File: src/rtl/pfs_defines.svh
// Register offsets, field positions, reset values and counts for pin function select.
`ifndef PFS_DEFINES_SVH
`define PFS_DEFINES_SVH
`define PFS_ADR_W        8
`define PFS_OFS_DOUT     8'h00
`define PFS_OFS_DIR      8'h04
`define PFS_OFS_PER      8'h08
`define PFS_OFS_SEL      8'h0c
`define PFS_OFS_OSC      8'h10
`define PFS_OFS_PIN      8'h14
`define PFS_OFS_MISC     8'h18
`define PFS_OFS_STAT     8'h1c
`define PFS_NPINS        8
`define PFS_NPWM         3
`define PFS_PIN_RST      7
`define PFS_OSC_MODE_BIT 0
`define PFS_OSC_SRC_BIT  1
`define PFS_MISC_GPIO7   0
`define PFS_MISC_SWRST   1
`define PFS_RST_BYTE     8'h00
`define PFS_RST_OSC      2'h0
`define PFS_RST_CYCLES   6'h20
`define PFS_CNT_W        6
`define PFS_CNT_ONE      6'h01
`define PFS_CNT_ZERO     6'h00
// Reload count plus one: edges from a source falling to the internal reset releasing.
`define PFS_QUIET_MAX    6'h21
`endif

File: src/rtl/pfs_pkg.sv
// Types shared by the pin function select block.
package pfs_pkg;
    // Internal reset sequencer states.
    typedef enum logic [0:0] {
        PFS_RUN  = 1'b0,
        PFS_HOLD = 1'b1
    } pfs_rst_state_type;
endpackage

File: src/rtl/pfs_pin_select.sv
// Pin function select: port A multiplexing, clock source choice and reset pin role.
//
// Operation
// - After reset every pin takes primary function.
// - Alternate only with enable and select set.
// - External clock needs the clock mode bit.
// - Source select bit picks clock or crystal.
// - Low reset pin holds device in reset.
// - Reset released synchronously after fixed count.
// - Pin 7 as GPIO disables pin reset.
// - Each pin has its own direction bit.
// - Pins 0 to 2 carry pulse channels.
// - Shared pin 7 defaults to reset role.
//
// The implementer's own choices: the register addresses and the Wishbone interface to the registers.
`timescale 1ns/1ps
`include "pfs_defines.svh"
module pfs_pin_select
    import pfs_pkg::*;
(
    input  wire logic                  clk_i,
    input  wire logic                  rst_i,
    input  wire logic                  wb_cyc_i,
    input  wire logic                  wb_stb_i,
    input  wire logic                  wb_we_i,
    input  wire logic [`PFS_ADR_W-1:0] wb_adr_i,
    input  wire logic [3:0]            wb_sel_i,
    input  wire logic [31:0]           wb_dat_i,
    output logic      [31:0]           wb_dat_o,
    output logic                       wb_ack_o,
    input  wire logic [`PFS_NPINS-1:0] pa_in_i,
    output logic      [`PFS_NPINS-1:0] pa_out_o,
    output logic      [`PFS_NPINS-1:0] pa_oe_o,
    input  wire logic [`PFS_NPWM-1:0]  pulse_ch_i,
    input  wire logic                  clock_input_pin_i,
    input  wire logic                  crystal_pin_i,
    output logic                       ext_clk_o,
    output logic                       ext_clk_en_o,
    input  wire logic                  wdog_rst_i,
    output logic                       int_rst_o
);

    logic [7:0]            dout_r;
    logic [7:0]            dir_r;
    logic [7:0]            per_r;
    logic [7:0]            sel_r;
    logic [1:0]            osc_r;
    logic                  gpio7_r;
    logic                  swrst_r;
    logic [7:0]            pin_r;
    logic                  ack_r;
    logic [31:0]           dat_r;
    logic [`PFS_CNT_W-1:0] cnt_r;
    logic [`PFS_CNT_W-1:0] quiet_r;
    pfs_rst_state_type     state_r;
    logic                  int_rst_r;
    logic [7:0]            out_nxt;
    logic [7:0]            oe_nxt;
    logic                  clk_nxt;
    logic                  wr_stb;
    logic                  rd_stb;
    logic                  pin_rst;
    logic                  rst_src;
    logic                  cfg_rst;

    // Byte lane 0 merge; only the low byte of each register is implemented.
    function automatic logic [7:0] pfs_merge(input logic [7:0] old,
                                             input logic [3:0] sel,
                                             input logic [31:0] dat);
        pfs_merge = sel[0] ? dat[7:0] : old;
    endfunction

    // Alternate function is routed only when both enable and select agree.
    function automatic logic pfs_alt(input logic en, input logic sel);
        pfs_alt = en & sel;
    endfunction

    assign wr_stb = wb_cyc_i & wb_stb_i & wb_we_i & ~ack_r;
    assign rd_stb = wb_cyc_i & wb_stb_i & ~wb_we_i & ~ack_r;

    // Pin reset counts only while pin 7 holds its reset role.
    assign pin_rst = ~gpio7_r & ~pa_in_i[`PFS_PIN_RST];
    assign rst_src = rst_i | pin_rst | wdog_rst_i | swrst_r;
    // Configuration returns to primary functions on any chip reset.
    assign cfg_rst = rst_i | int_rst_r;

    // Bus acknowledge: one cycle after the request, dropped the next cycle.
    always_ff @(posedge clk_i) begin
        if (rst_i) begin
            ack_r <= 1'b0;
        end else begin
            ack_r <= wb_cyc_i & wb_stb_i & ~ack_r;
        end
    end

    // Read data; unmapped offsets read as zero.
    always_ff @(posedge clk_i) begin
        if (rst_i) begin
            dat_r <= 32'h0000_0000;
        end else if (rd_stb) begin
            unique case (wb_adr_i)
                `PFS_OFS_DOUT: dat_r <= {24'h00_0000, dout_r};
                `PFS_OFS_DIR:  dat_r <= {24'h00_0000, dir_r};
                `PFS_OFS_PER:  dat_r <= {24'h00_0000, per_r};
                `PFS_OFS_SEL:  dat_r <= {24'h00_0000, sel_r};
                `PFS_OFS_OSC:  dat_r <= {30'h0000_0000, osc_r};
                `PFS_OFS_PIN:  dat_r <= {24'h00_0000, pin_r};
                `PFS_OFS_MISC: dat_r <= {31'h0000_0000, gpio7_r};
                `PFS_OFS_STAT: dat_r <= {31'h0000_0000, state_r == PFS_HOLD};
                default:       dat_r <= 32'h0000_0000;
            endcase
        end
    end

    // Port data and direction registers, one direction bit per pin.
    always_ff @(posedge clk_i) begin
        if (cfg_rst) begin
            dout_r <= `PFS_RST_BYTE;
            dir_r  <= `PFS_RST_BYTE;
        end else if (wr_stb) begin
            if (wb_adr_i == `PFS_OFS_DOUT) begin
                dout_r <= pfs_merge(dout_r, wb_sel_i, wb_dat_i);
            end
            if (wb_adr_i == `PFS_OFS_DIR) begin
                dir_r <= pfs_merge(dir_r, wb_sel_i, wb_dat_i);
            end
        end
    end

    // Peripheral enable and peripheral select registers, cleared on reset.
    always_ff @(posedge clk_i) begin
        if (cfg_rst) begin
            per_r <= `PFS_RST_BYTE;
            sel_r <= `PFS_RST_BYTE;
        end else if (wr_stb) begin
            if (wb_adr_i == `PFS_OFS_PER) begin
                per_r <= pfs_merge(per_r, wb_sel_i, wb_dat_i);
            end
            if (wb_adr_i == `PFS_OFS_SEL) begin
                sel_r <= pfs_merge(sel_r, wb_sel_i, wb_dat_i);
            end
        end
    end

    // Oscillator control: clock mode bit and source select bit.
    always_ff @(posedge clk_i) begin
        if (cfg_rst) begin
            osc_r <= `PFS_RST_OSC;
        end else if (wr_stb && wb_adr_i == `PFS_OFS_OSC && wb_sel_i[0]) begin
            osc_r <= wb_dat_i[1:0];
        end
    end

    // Pin 7 role; a reset always restores the reset role.
    always_ff @(posedge clk_i) begin
        if (cfg_rst) begin
            gpio7_r <= 1'b0;
        end else if (wr_stb && wb_adr_i == `PFS_OFS_MISC && wb_sel_i[0]) begin
            gpio7_r <= wb_dat_i[`PFS_MISC_GPIO7];
        end
    end

    // Software reset request is a one-cycle pulse, never stored.
    always_ff @(posedge clk_i) begin
        if (rst_i) begin
            swrst_r <= 1'b0;
        end else begin
            swrst_r <= wr_stb & (wb_adr_i == `PFS_OFS_MISC) & wb_sel_i[0]
                       & wb_dat_i[`PFS_MISC_SWRST];
        end
    end

    // Pin levels captured for software to read.
    always_ff @(posedge clk_i) begin
        if (rst_i) begin
            pin_r <= `PFS_RST_BYTE;
        end else begin
            pin_r <= pa_in_i;
        end
    end

    // Reset sequencer: holds while any source is active, then counts down.
    // Releasing on the clock edge keeps every downstream flop leaving reset together.
    always_ff @(posedge clk_i) begin
        if (rst_i) begin
            state_r <= PFS_HOLD;
            cnt_r   <= `PFS_RST_CYCLES;
        end else if (rst_src) begin
            state_r <= PFS_HOLD;
            cnt_r   <= `PFS_RST_CYCLES;
        end else begin
            unique case (state_r)
                PFS_HOLD: begin
                    if (cnt_r == `PFS_CNT_ONE) begin
                        state_r <= PFS_RUN;
                        cnt_r   <= `PFS_CNT_ZERO;
                    end else begin
                        cnt_r <= cnt_r - `PFS_CNT_ONE;
                    end
                end
                PFS_RUN: begin
                    cnt_r <= `PFS_CNT_ZERO;
                end
            endcase
        end
    end

    // Internal reset output follows the sequencer state.
    always_ff @(posedge clk_i) begin
        if (rst_i) begin
            int_rst_r <= 1'b1;
        end else begin
            int_rst_r <= rst_src | (state_r == PFS_HOLD);
        end
    end

    // Edges since the last reset source, for the release checks only.
    // It saturates so that a long quiet run never wraps back into the window it measures.
    always_ff @(posedge clk_i) begin
        if (rst_src) begin
            quiet_r <= `PFS_CNT_ZERO;
        end else if (quiet_r != `PFS_QUIET_MAX) begin
            quiet_r <= quiet_r + `PFS_CNT_ONE;
        end
    end

    // Pin multiplexer: pulse channels on pins 0 to 2, port logic elsewhere.
    always_comb begin
        out_nxt = dout_r;
        oe_nxt  = dir_r;
        for (int i = 0; i < `PFS_NPWM; i++) begin
            if (pfs_alt(per_r[i], sel_r[i])) begin
                out_nxt[i] = pulse_ch_i[i];
                oe_nxt[i]  = 1'b1;
            end
        end
        // The reset role is input only, so the pin is never driven.
        if (!gpio7_r) begin
            out_nxt[`PFS_PIN_RST] = 1'b0;
            oe_nxt[`PFS_PIN_RST]  = 1'b0;
        end
    end

    // External clock path, gated by the mode bit.
    always_comb begin
        clk_nxt = 1'b0;
        if (osc_r[`PFS_OSC_MODE_BIT]) begin
            clk_nxt = osc_r[`PFS_OSC_SRC_BIT] ? crystal_pin_i
                                              : clock_input_pin_i;
        end
    end

    // Registered pin and clock outputs.
    always_ff @(posedge clk_i) begin
        if (cfg_rst) begin
            pa_out_o     <= `PFS_RST_BYTE;
            pa_oe_o      <= `PFS_RST_BYTE;
            ext_clk_o    <= 1'b0;
            ext_clk_en_o <= 1'b0;
        end else begin
            pa_out_o     <= out_nxt;
            pa_oe_o      <= oe_nxt;
            ext_clk_o    <= clk_nxt;
            ext_clk_en_o <= osc_r[`PFS_OSC_MODE_BIT];
        end
    end

    assign wb_ack_o  = ack_r;
    assign wb_dat_o  = dat_r;
    assign int_rst_o = int_rst_r;

    // Checks kept beside the logic they guard.
    AST_RST_DEFAULT: assert property (@(posedge clk_i)
        $fell(int_rst_r) |-> (per_r == `PFS_RST_BYTE) && (sel_r == `PFS_RST_BYTE))
        else $error("Enables not cleared when reset ends.");

    AST_ALT_NEEDS_BOTH: assert property (@(posedge clk_i) disable iff (cfg_rst)
        !(per_r[0] & sel_r[0]) && !dir_r[0] |=> !pa_oe_o[0])
        else $error("Pin 0 driven without enable and select.");

    AST_PWM_ROUTE: assert property (@(posedge clk_i) disable iff (cfg_rst)
        per_r[1] & sel_r[1] |=> pa_oe_o[1] && pa_out_o[1] == $past(pulse_ch_i[1]))
        else $error("Pulse channel 1 not routed to pin 1.");

    AST_GPIO_PATH: assert property (@(posedge clk_i) disable iff (cfg_rst)
        !per_r[2] |=> pa_out_o[2] == $past(dout_r[2]) && pa_oe_o[2] == $past(dir_r[2]))
        else $error("Pin 2 not on port logic with enable clear.");

    AST_CLK_MODE: assert property (@(posedge clk_i) disable iff (cfg_rst)
        !osc_r[`PFS_OSC_MODE_BIT] |=> !ext_clk_o && !ext_clk_en_o)
        else $error("External clock passed without mode bit.");

    AST_CLK_SRC: assert property (@(posedge clk_i) disable iff (cfg_rst)
        osc_r == 2'h3 |=> ext_clk_o == $past(crystal_pin_i))
        else $error("Crystal source not selected.");

    AST_PIN_HOLD: assert property (@(posedge clk_i) disable iff (rst_i)
        pin_rst |=> int_rst_r [*3])
        else $error("Reset pin low did not hold reset.");

    AST_RELEASE_LATE: assert property (@(posedge clk_i) disable iff (rst_i)
        quiet_r < `PFS_QUIET_MAX |-> int_rst_r)
        else $error("Internal reset released too early.");

    AST_RELEASE_DONE: assert property (@(posedge clk_i) disable iff (rst_i)
        quiet_r == `PFS_QUIET_MAX |-> !int_rst_r)
        else $error("Internal reset not released after count.");

    AST_SWRST_HOLDS: assert property (@(posedge clk_i) disable iff (rst_i)
        swrst_r |=> int_rst_r)
        else $error("Software reset did not reset the chip.");

    AST_WDOG_HOLDS: assert property (@(posedge clk_i) disable iff (rst_i)
        wdog_rst_i |=> int_rst_r)
        else $error("Watchdog reset did not reset the chip.");

    AST_PIN7_RESTORE: assert property (@(posedge clk_i) disable iff (rst_i)
        $fell(int_rst_r) |-> !gpio7_r)
        else $error("Pin 7 left in port role after reset.");

    AST_PULSE_CHANNEL_0_ROUTE: assert property (@(posedge clk_i) disable iff (cfg_rst)
        per_r[0] & sel_r[0] |=> pa_oe_o[0] && pa_out_o[0] == $past(pulse_ch_i[0]))
        else $error("Pulse channel 0 not routed to pin 0.");

    AST_PULSE_CHANNEL_2_ROUTE: assert property (@(posedge clk_i) disable iff (cfg_rst)
        per_r[2] & sel_r[2] |=> pa_oe_o[2] && pa_out_o[2] == $past(pulse_ch_i[2]))
        else $error("Pulse channel 2 not routed to pin 2.");

    AST_GPIO0_PATH: assert property (@(posedge clk_i) disable iff (cfg_rst)
        !per_r[0] |=> pa_out_o[0] == $past(dout_r[0]))
        else $error("Pin 0 not on port logic with enable clear.");

    AST_GPIO7_NO_RST: assert property (@(posedge clk_i) disable iff (rst_i)
        gpio7_r && !wdog_rst_i && !swrst_r |=> state_r == $past(state_r) ||
                                               state_r == PFS_RUN)
        else $error("Pin 7 in port role caused a reset.");

    AST_PIN7_ROLE: assert property (@(posedge clk_i) disable iff (rst_i)
        !gpio7_r && !cfg_rst |=> !pa_oe_o[`PFS_PIN_RST])
        else $error("Reset pin driven in reset role.");

    AST_DIR_OWN: assert property (@(posedge clk_i) disable iff (cfg_rst)
        !per_r[4] |=> pa_oe_o[4] == $past(dir_r[4]))
        else $error("Pin 4 direction not from its own bit.");

endmodule

File: config.mk
export PLATFORM = sky130hd
export DESIGN_NAME = pfs_pin_select
export DESIGN_NICKNAME = d
export VERILOG_FILES = /design/src/rtl/pfs_pkg.sv /design/src/rtl/pfs_pin_select.sv
export VERILOG_INCLUDE_DIRS = /design/src /design/src/rtl
export SDC_FILE = /design/constraint.sdc
export NUM_CORES = 1
export LEC_CHECK = 0
export ABC_AREA = 1
export BUFFER_PORTS_ARGS = -buffer_cell sky130_fd_sc_hd__buf_2
export CAP_MARGIN = 20
export CORE_ASPECT_RATIO = 0.9
export CORE_MARGIN = 3
export CORE_UTILIZATION = 45
export DETAILED_ROUTE_END_ITERATION = 16
export PLACE_DENSITY = 0.76
export SLEW_MARGIN = 20
export SYNTH_ARGS = -nofsm -noshare
export SYNTH_HDL_FRONTEND = slang
export SYNTH_SLANG_ARGS = --single-unit
File: constraint.sdc
create_clock -name clk_i -period 1.5 [get_ports clk_i]
set_clock_uncertainty 0.1 [all_clocks]
set_input_delay 0.45 -clock clk_i [delete_from_list [all_inputs] [get_ports clk_i]]
set_output_delay 0.45 -clock clk_i [all_outputs]
set_load 0.005 [all_outputs]
# == Word-level counts from Yosys, hierarchy flattened ==
# Index checks and enable logic that the tools add are counted.
# word_totals
reg_bits,103
inputBits,63
word_cells,76
# op_classes
addsub,1
eq_ne,8
n_mux,12
n_bitwise,24
reduce_logical,12
# op_table
cell,n
one-hot mux 8 bit (8 select lines),1
== test 8 x 5 -> 1 bit (second input constant),4
== test 8 x 4 -> 1 bit (second input constant),2
AND 1 bit,13
one-hot mux 6 bit (2 select lines),1
AND reduction 3 bit,4
two-way mux 1 bit,9
== test 8 x 3 -> 1 bit (second input constant),1
zero test 8 bit,1
== test 6 x 1 -> 1 bit (second input constant),1
two-way mux 6 bit,1
NOT 1 bit,6
OR reduction 2 bit,3
subtractor 6 x 1 -> 6 bit (second input constant),1
bitwise OR 1 bit,5
logical AND 1 bit,4

# == Longest topological paths before layout ==
# logic_depth
depth_word,6
depth_mapped,10
mapped_depth_nobuf,9

# == Worst setup path before layout ==
# OpenSTA, ideal clock, no wires.
# synth_timing
kind,input to register
startpoint,input port wb_adr_i[5]
endpoint,register dir_r[7]
setup_time_ns,0.117
arrival_time_ns,1.250
t_required_ns,1.283
path_slack_ns,0.033
cell_stages,9
n_path_buf,1
path_cell_list,nor2_2 > nand2_4 > clkinv_4 > nand2_4 > nor2_4 > inv_2 > buf_6 > o21ai_1 > a21oi_1
# synth_via
elab_chain_cells,2
# synth_rtl
element,line_no,text
start: declaration,pfs_pin_select.sv:26,"input wire logic [`PFS_ADR_W-1:0] wb_adr_i,"
== test 8 x 3 -> 1 bit,-,
AND reduction 3 bit (no line),-,
end signal: assignment,pfs_pin_select.sv:119,dir_r <= `PFS_RST_BYTE;
end signal: assignment,pfs_pin_select.sv:125,"dir_r <= pfs_merge(dir_r, wb_sel_i, wb_dat_i);"
end: declaration,pfs_pin_select.sv:44,logic [7:0] dir_r;
# Every way passes these cells.
# A chain may end at the register's enable or synchronous reset.

# == Final worst setup path ==
# layout_timing
startpoint,register ack_r (netlist: wb_ack_o)
endpoint,register dir_r[6]
# layout_via
elab_chain_cells,3
# layout_rtl
element,line_no,text
start: declaration,pfs_pin_select.sv:51,logic ack_r;
start signal: assignment,pfs_pin_select.sv:92,ack_r <= wb_cyc_i & wb_stb_i & ~ack_r;
NOT 1 bit,pfs_pin_select.sv:78,assign wr_stb = wb_cyc_i & wb_stb_i & wb_we_i & ~ack_r;
AND 1 bit,pfs_pin_select.sv:78,
AND reduction 3 bit (no line),-,
# Every way passes these cells.

==> flow_summary.yaml <==
run_status:
  outcome: "completed"
synthesis:
  ys.flop_type: "dfxtp_1"
  ys_seq_elements: 79
  syn_inst: 437
  seq_area_frac_synth_pct: 46.56
  yosysWarnings: 0
  synthArstFlopShare_pct: 0
  synth_area_per_cell_sq_um: 7.773
  ys_types: 31
  synth_edf_count: 0
  syn-cell-area_sq_um: 3397
worst_setup_path:
  reg2reg_depth: 7
  r2r-end: "dir_r[6]"
  slowest_stage: "dfxtp_1"
  cpPeakStageDelay_ns: 0.32
  rr_startpoint: "wb_ack_o"
  path_class: "register to register"
  path_cells: "nor2_2 > nand3_1 > buf_4 > nor2_4 > inv_2 > o21ai_2 > a21oi_1"
  cp-end-kind: "register"
  start_kind: "register"
  required_ns: 1.65
  cp_max_fo: 13
  arrival_ns: 1.59
  rrSetupSlack_ns: 0.06
die:
  row_count: 29
  fp.dieArea_sq_um: 8629
  start_util_pct: 47.28
  ios: 115
  dieWidth_um: 97.59
  die_h_um: 88.43
  core-area_sq_um: 7184
place:
  detailed_place_hpwl_um: 5839
  gp_congestion: 0.8969
  io_buffers: 63
  dp_slack_ns: -0.3235
  place_inst: 604
grt:
  grt_start_max_net_pins: 42
  antenna_found_initial: 0
  grt_pass1_wl_um: 12110
  grt_pass1_vias: 2725
  track_usage_pct: 17.72
  grt_overflow: 0
layout:
  final_cell_mix: "79 x dfxtp_1, 71 x nor2_1, 63 x buf_2"
  n_antenna_cell: 0
  area_growth_pct: 21.14
  finalNetCount: 587
  fin_cells: 620
  final_common_cell: "dfxtp_1"
  utilization_pct: 57.28
  nFillCells: 674
  drive_gt1_share_pct: 25.62
sta:
  maxSlewViolCount: 0
  max_freq_mhz: 692.1
  rsz0062_at_grt: "true"
  finalSetupTns_ns: 0
  period_share_pct: 96.33
  period_minus_slack_ns: 1.445
  hold_viol_final: 0
  setup_violations: 0
  layout_setup_ws_ns: 0.05510
cts:
  clockRootBuffer: "clkbuf_8"
  cts.path.max_buffers: 2
  clock-sinks: 79
  holdBufCountCts: 0
  post_cts_resized: 0
  clk_latency_ns: 0.35
  clk_pin_slew_worst_paths_ns: 0.09
  cts_tree: "built"
  cts_made_buffers: 9
  cts_setup_buffers: 0
  h-tree-depth: 3
detailed_routing:
  route.detailed.drc: 0
  vias: 2936
  wl_per_cell_um: 12.64
  via_per_inst: 4.735
  drtIter0Drc: 234
  ant_nets: 0
  drtPass1Iterations: 4
  routed_wl_um: 7834
pwr:
  power.density_nw_per_um2: 975.3
  p_leak_nw: 1.884
  finalPower_mw: 4.014
  ir_worst_vdd_mv: 0.5454
min_path:
  hold-path-endpoint: "pin_r[5]"
  hp-class: "input pin to register"
  hp-start: "pa_in_i[5]"
  min_path_cells: 3
flow_run:
  cap_violations: 0
## critical path: cells and delay by family (launching register included)
kind	cells	cell delay, ns
compound gates	2	0.24
buf+inv	2	0.32
flops	1	0.32
simple gates	3	0.36
## layer usage
metal  GRT usage, %  wire length [um]
met4          8.805               173
met2          31.43              3942
met5              0                 0
met1          19.56              3231
met3          5.516               487
## metrics by stage
stage / cell area (sq um) / hold slack (ns)
2_1_floorplan: 3483 / 0.3173
3_5_place_dp: 3871 / 0.3427
3_3_place_gp: 3871 / 0.3322
6_report: 4115 / 0.1895
5_1_grt: 4115 / 0.1909
4_1_cts: 4080 / 0.1781
## sequential cells by signal (all words and copies together) (netlist names), 2 cells and up
register / count
cnt_r: 6
dir_r: 8
dout_r: 8
osc_r: 2
pa_oe_o: 8
pa_out_o: 8
per_r: 8
pin_r: 8
sel_r: 8
wb_dat_o: 8
## cell usage after synthesis (2+ instances only)
library cell	count	share of area (%)
nor3_1	3	0.44
nor2_2	5	0.92
clkinv_2	2	0.29
nor2_4	6	2.0
o21ai_0	42	6.2
clkbuf_1	5	0.55
o21ai_1	9	1.3
buf_6	5	1.7
xor2_1	3	0.77
inv_2	3	0.33
ha_1	2	0.74
nand2_1	49	5.4
nand3_1	40	5.9
a21oi_1	26	3.8
buf_4	24	5.3
nand2_4	2	0.66
inv_1	45	5.0
dfxtp_1	79	47
nor2_1	72	8.0
nand2_2	4	0.74
## cell type report
class	count	area, sq um	area share [%]
clock buffers	9	123.9	3.010
clock inverters	7	85.08	2.067
repair buffers	87	545.5	13.26
flip-flops and latches	79	1582	38.43
inverters	51	200.2	4.865
well taps	93	116.4	2.828
multi-input cells	294	1463	35.54
## report_power, final
group	internal, mW	switching [mW]
Clock	0.803	0.849
Sequential	2.12	0.0127
Combinational	0.0927	0.139
## how the worst max path moves through the flow
stage | start | end | slack, ns | cells past startpoint
3_5_place_dp | wb_adr_i[1] | dout_r[1] | -0.32 | 8
4_1_cts | wb_ack_o | dir_r[6] | 0.02 | 7
5_1_grt | wb_ack_o | dir_r[4] | -0.007 | 7
2_1_floorplan | wb_adr_i[5] | dir_r[7] | 0.03 | 9
6_report | wb_ack_o | dir_r[6] | 0.06 | 7
3_3_place_gp | wb_adr_i[1] | dout_r[3] | -0.25 | 7
## cells by family (layout without fill, tap and decap cells)
family                     after synthesis  count (layout)  synth area share [%]
adders and majority gates                2               2                0.7365
xor gates and xnor gates                 3               3                0.7736
buffers and inverters                   87             154                 13.92
AOI/OAI and AO/OA                       81              81                 12.56
other                                    1              24                0.1104
DFF                                     79              79                 46.56
and+or+nand+nor                        184             184                 25.34
(Power assumes the default switching activity.)
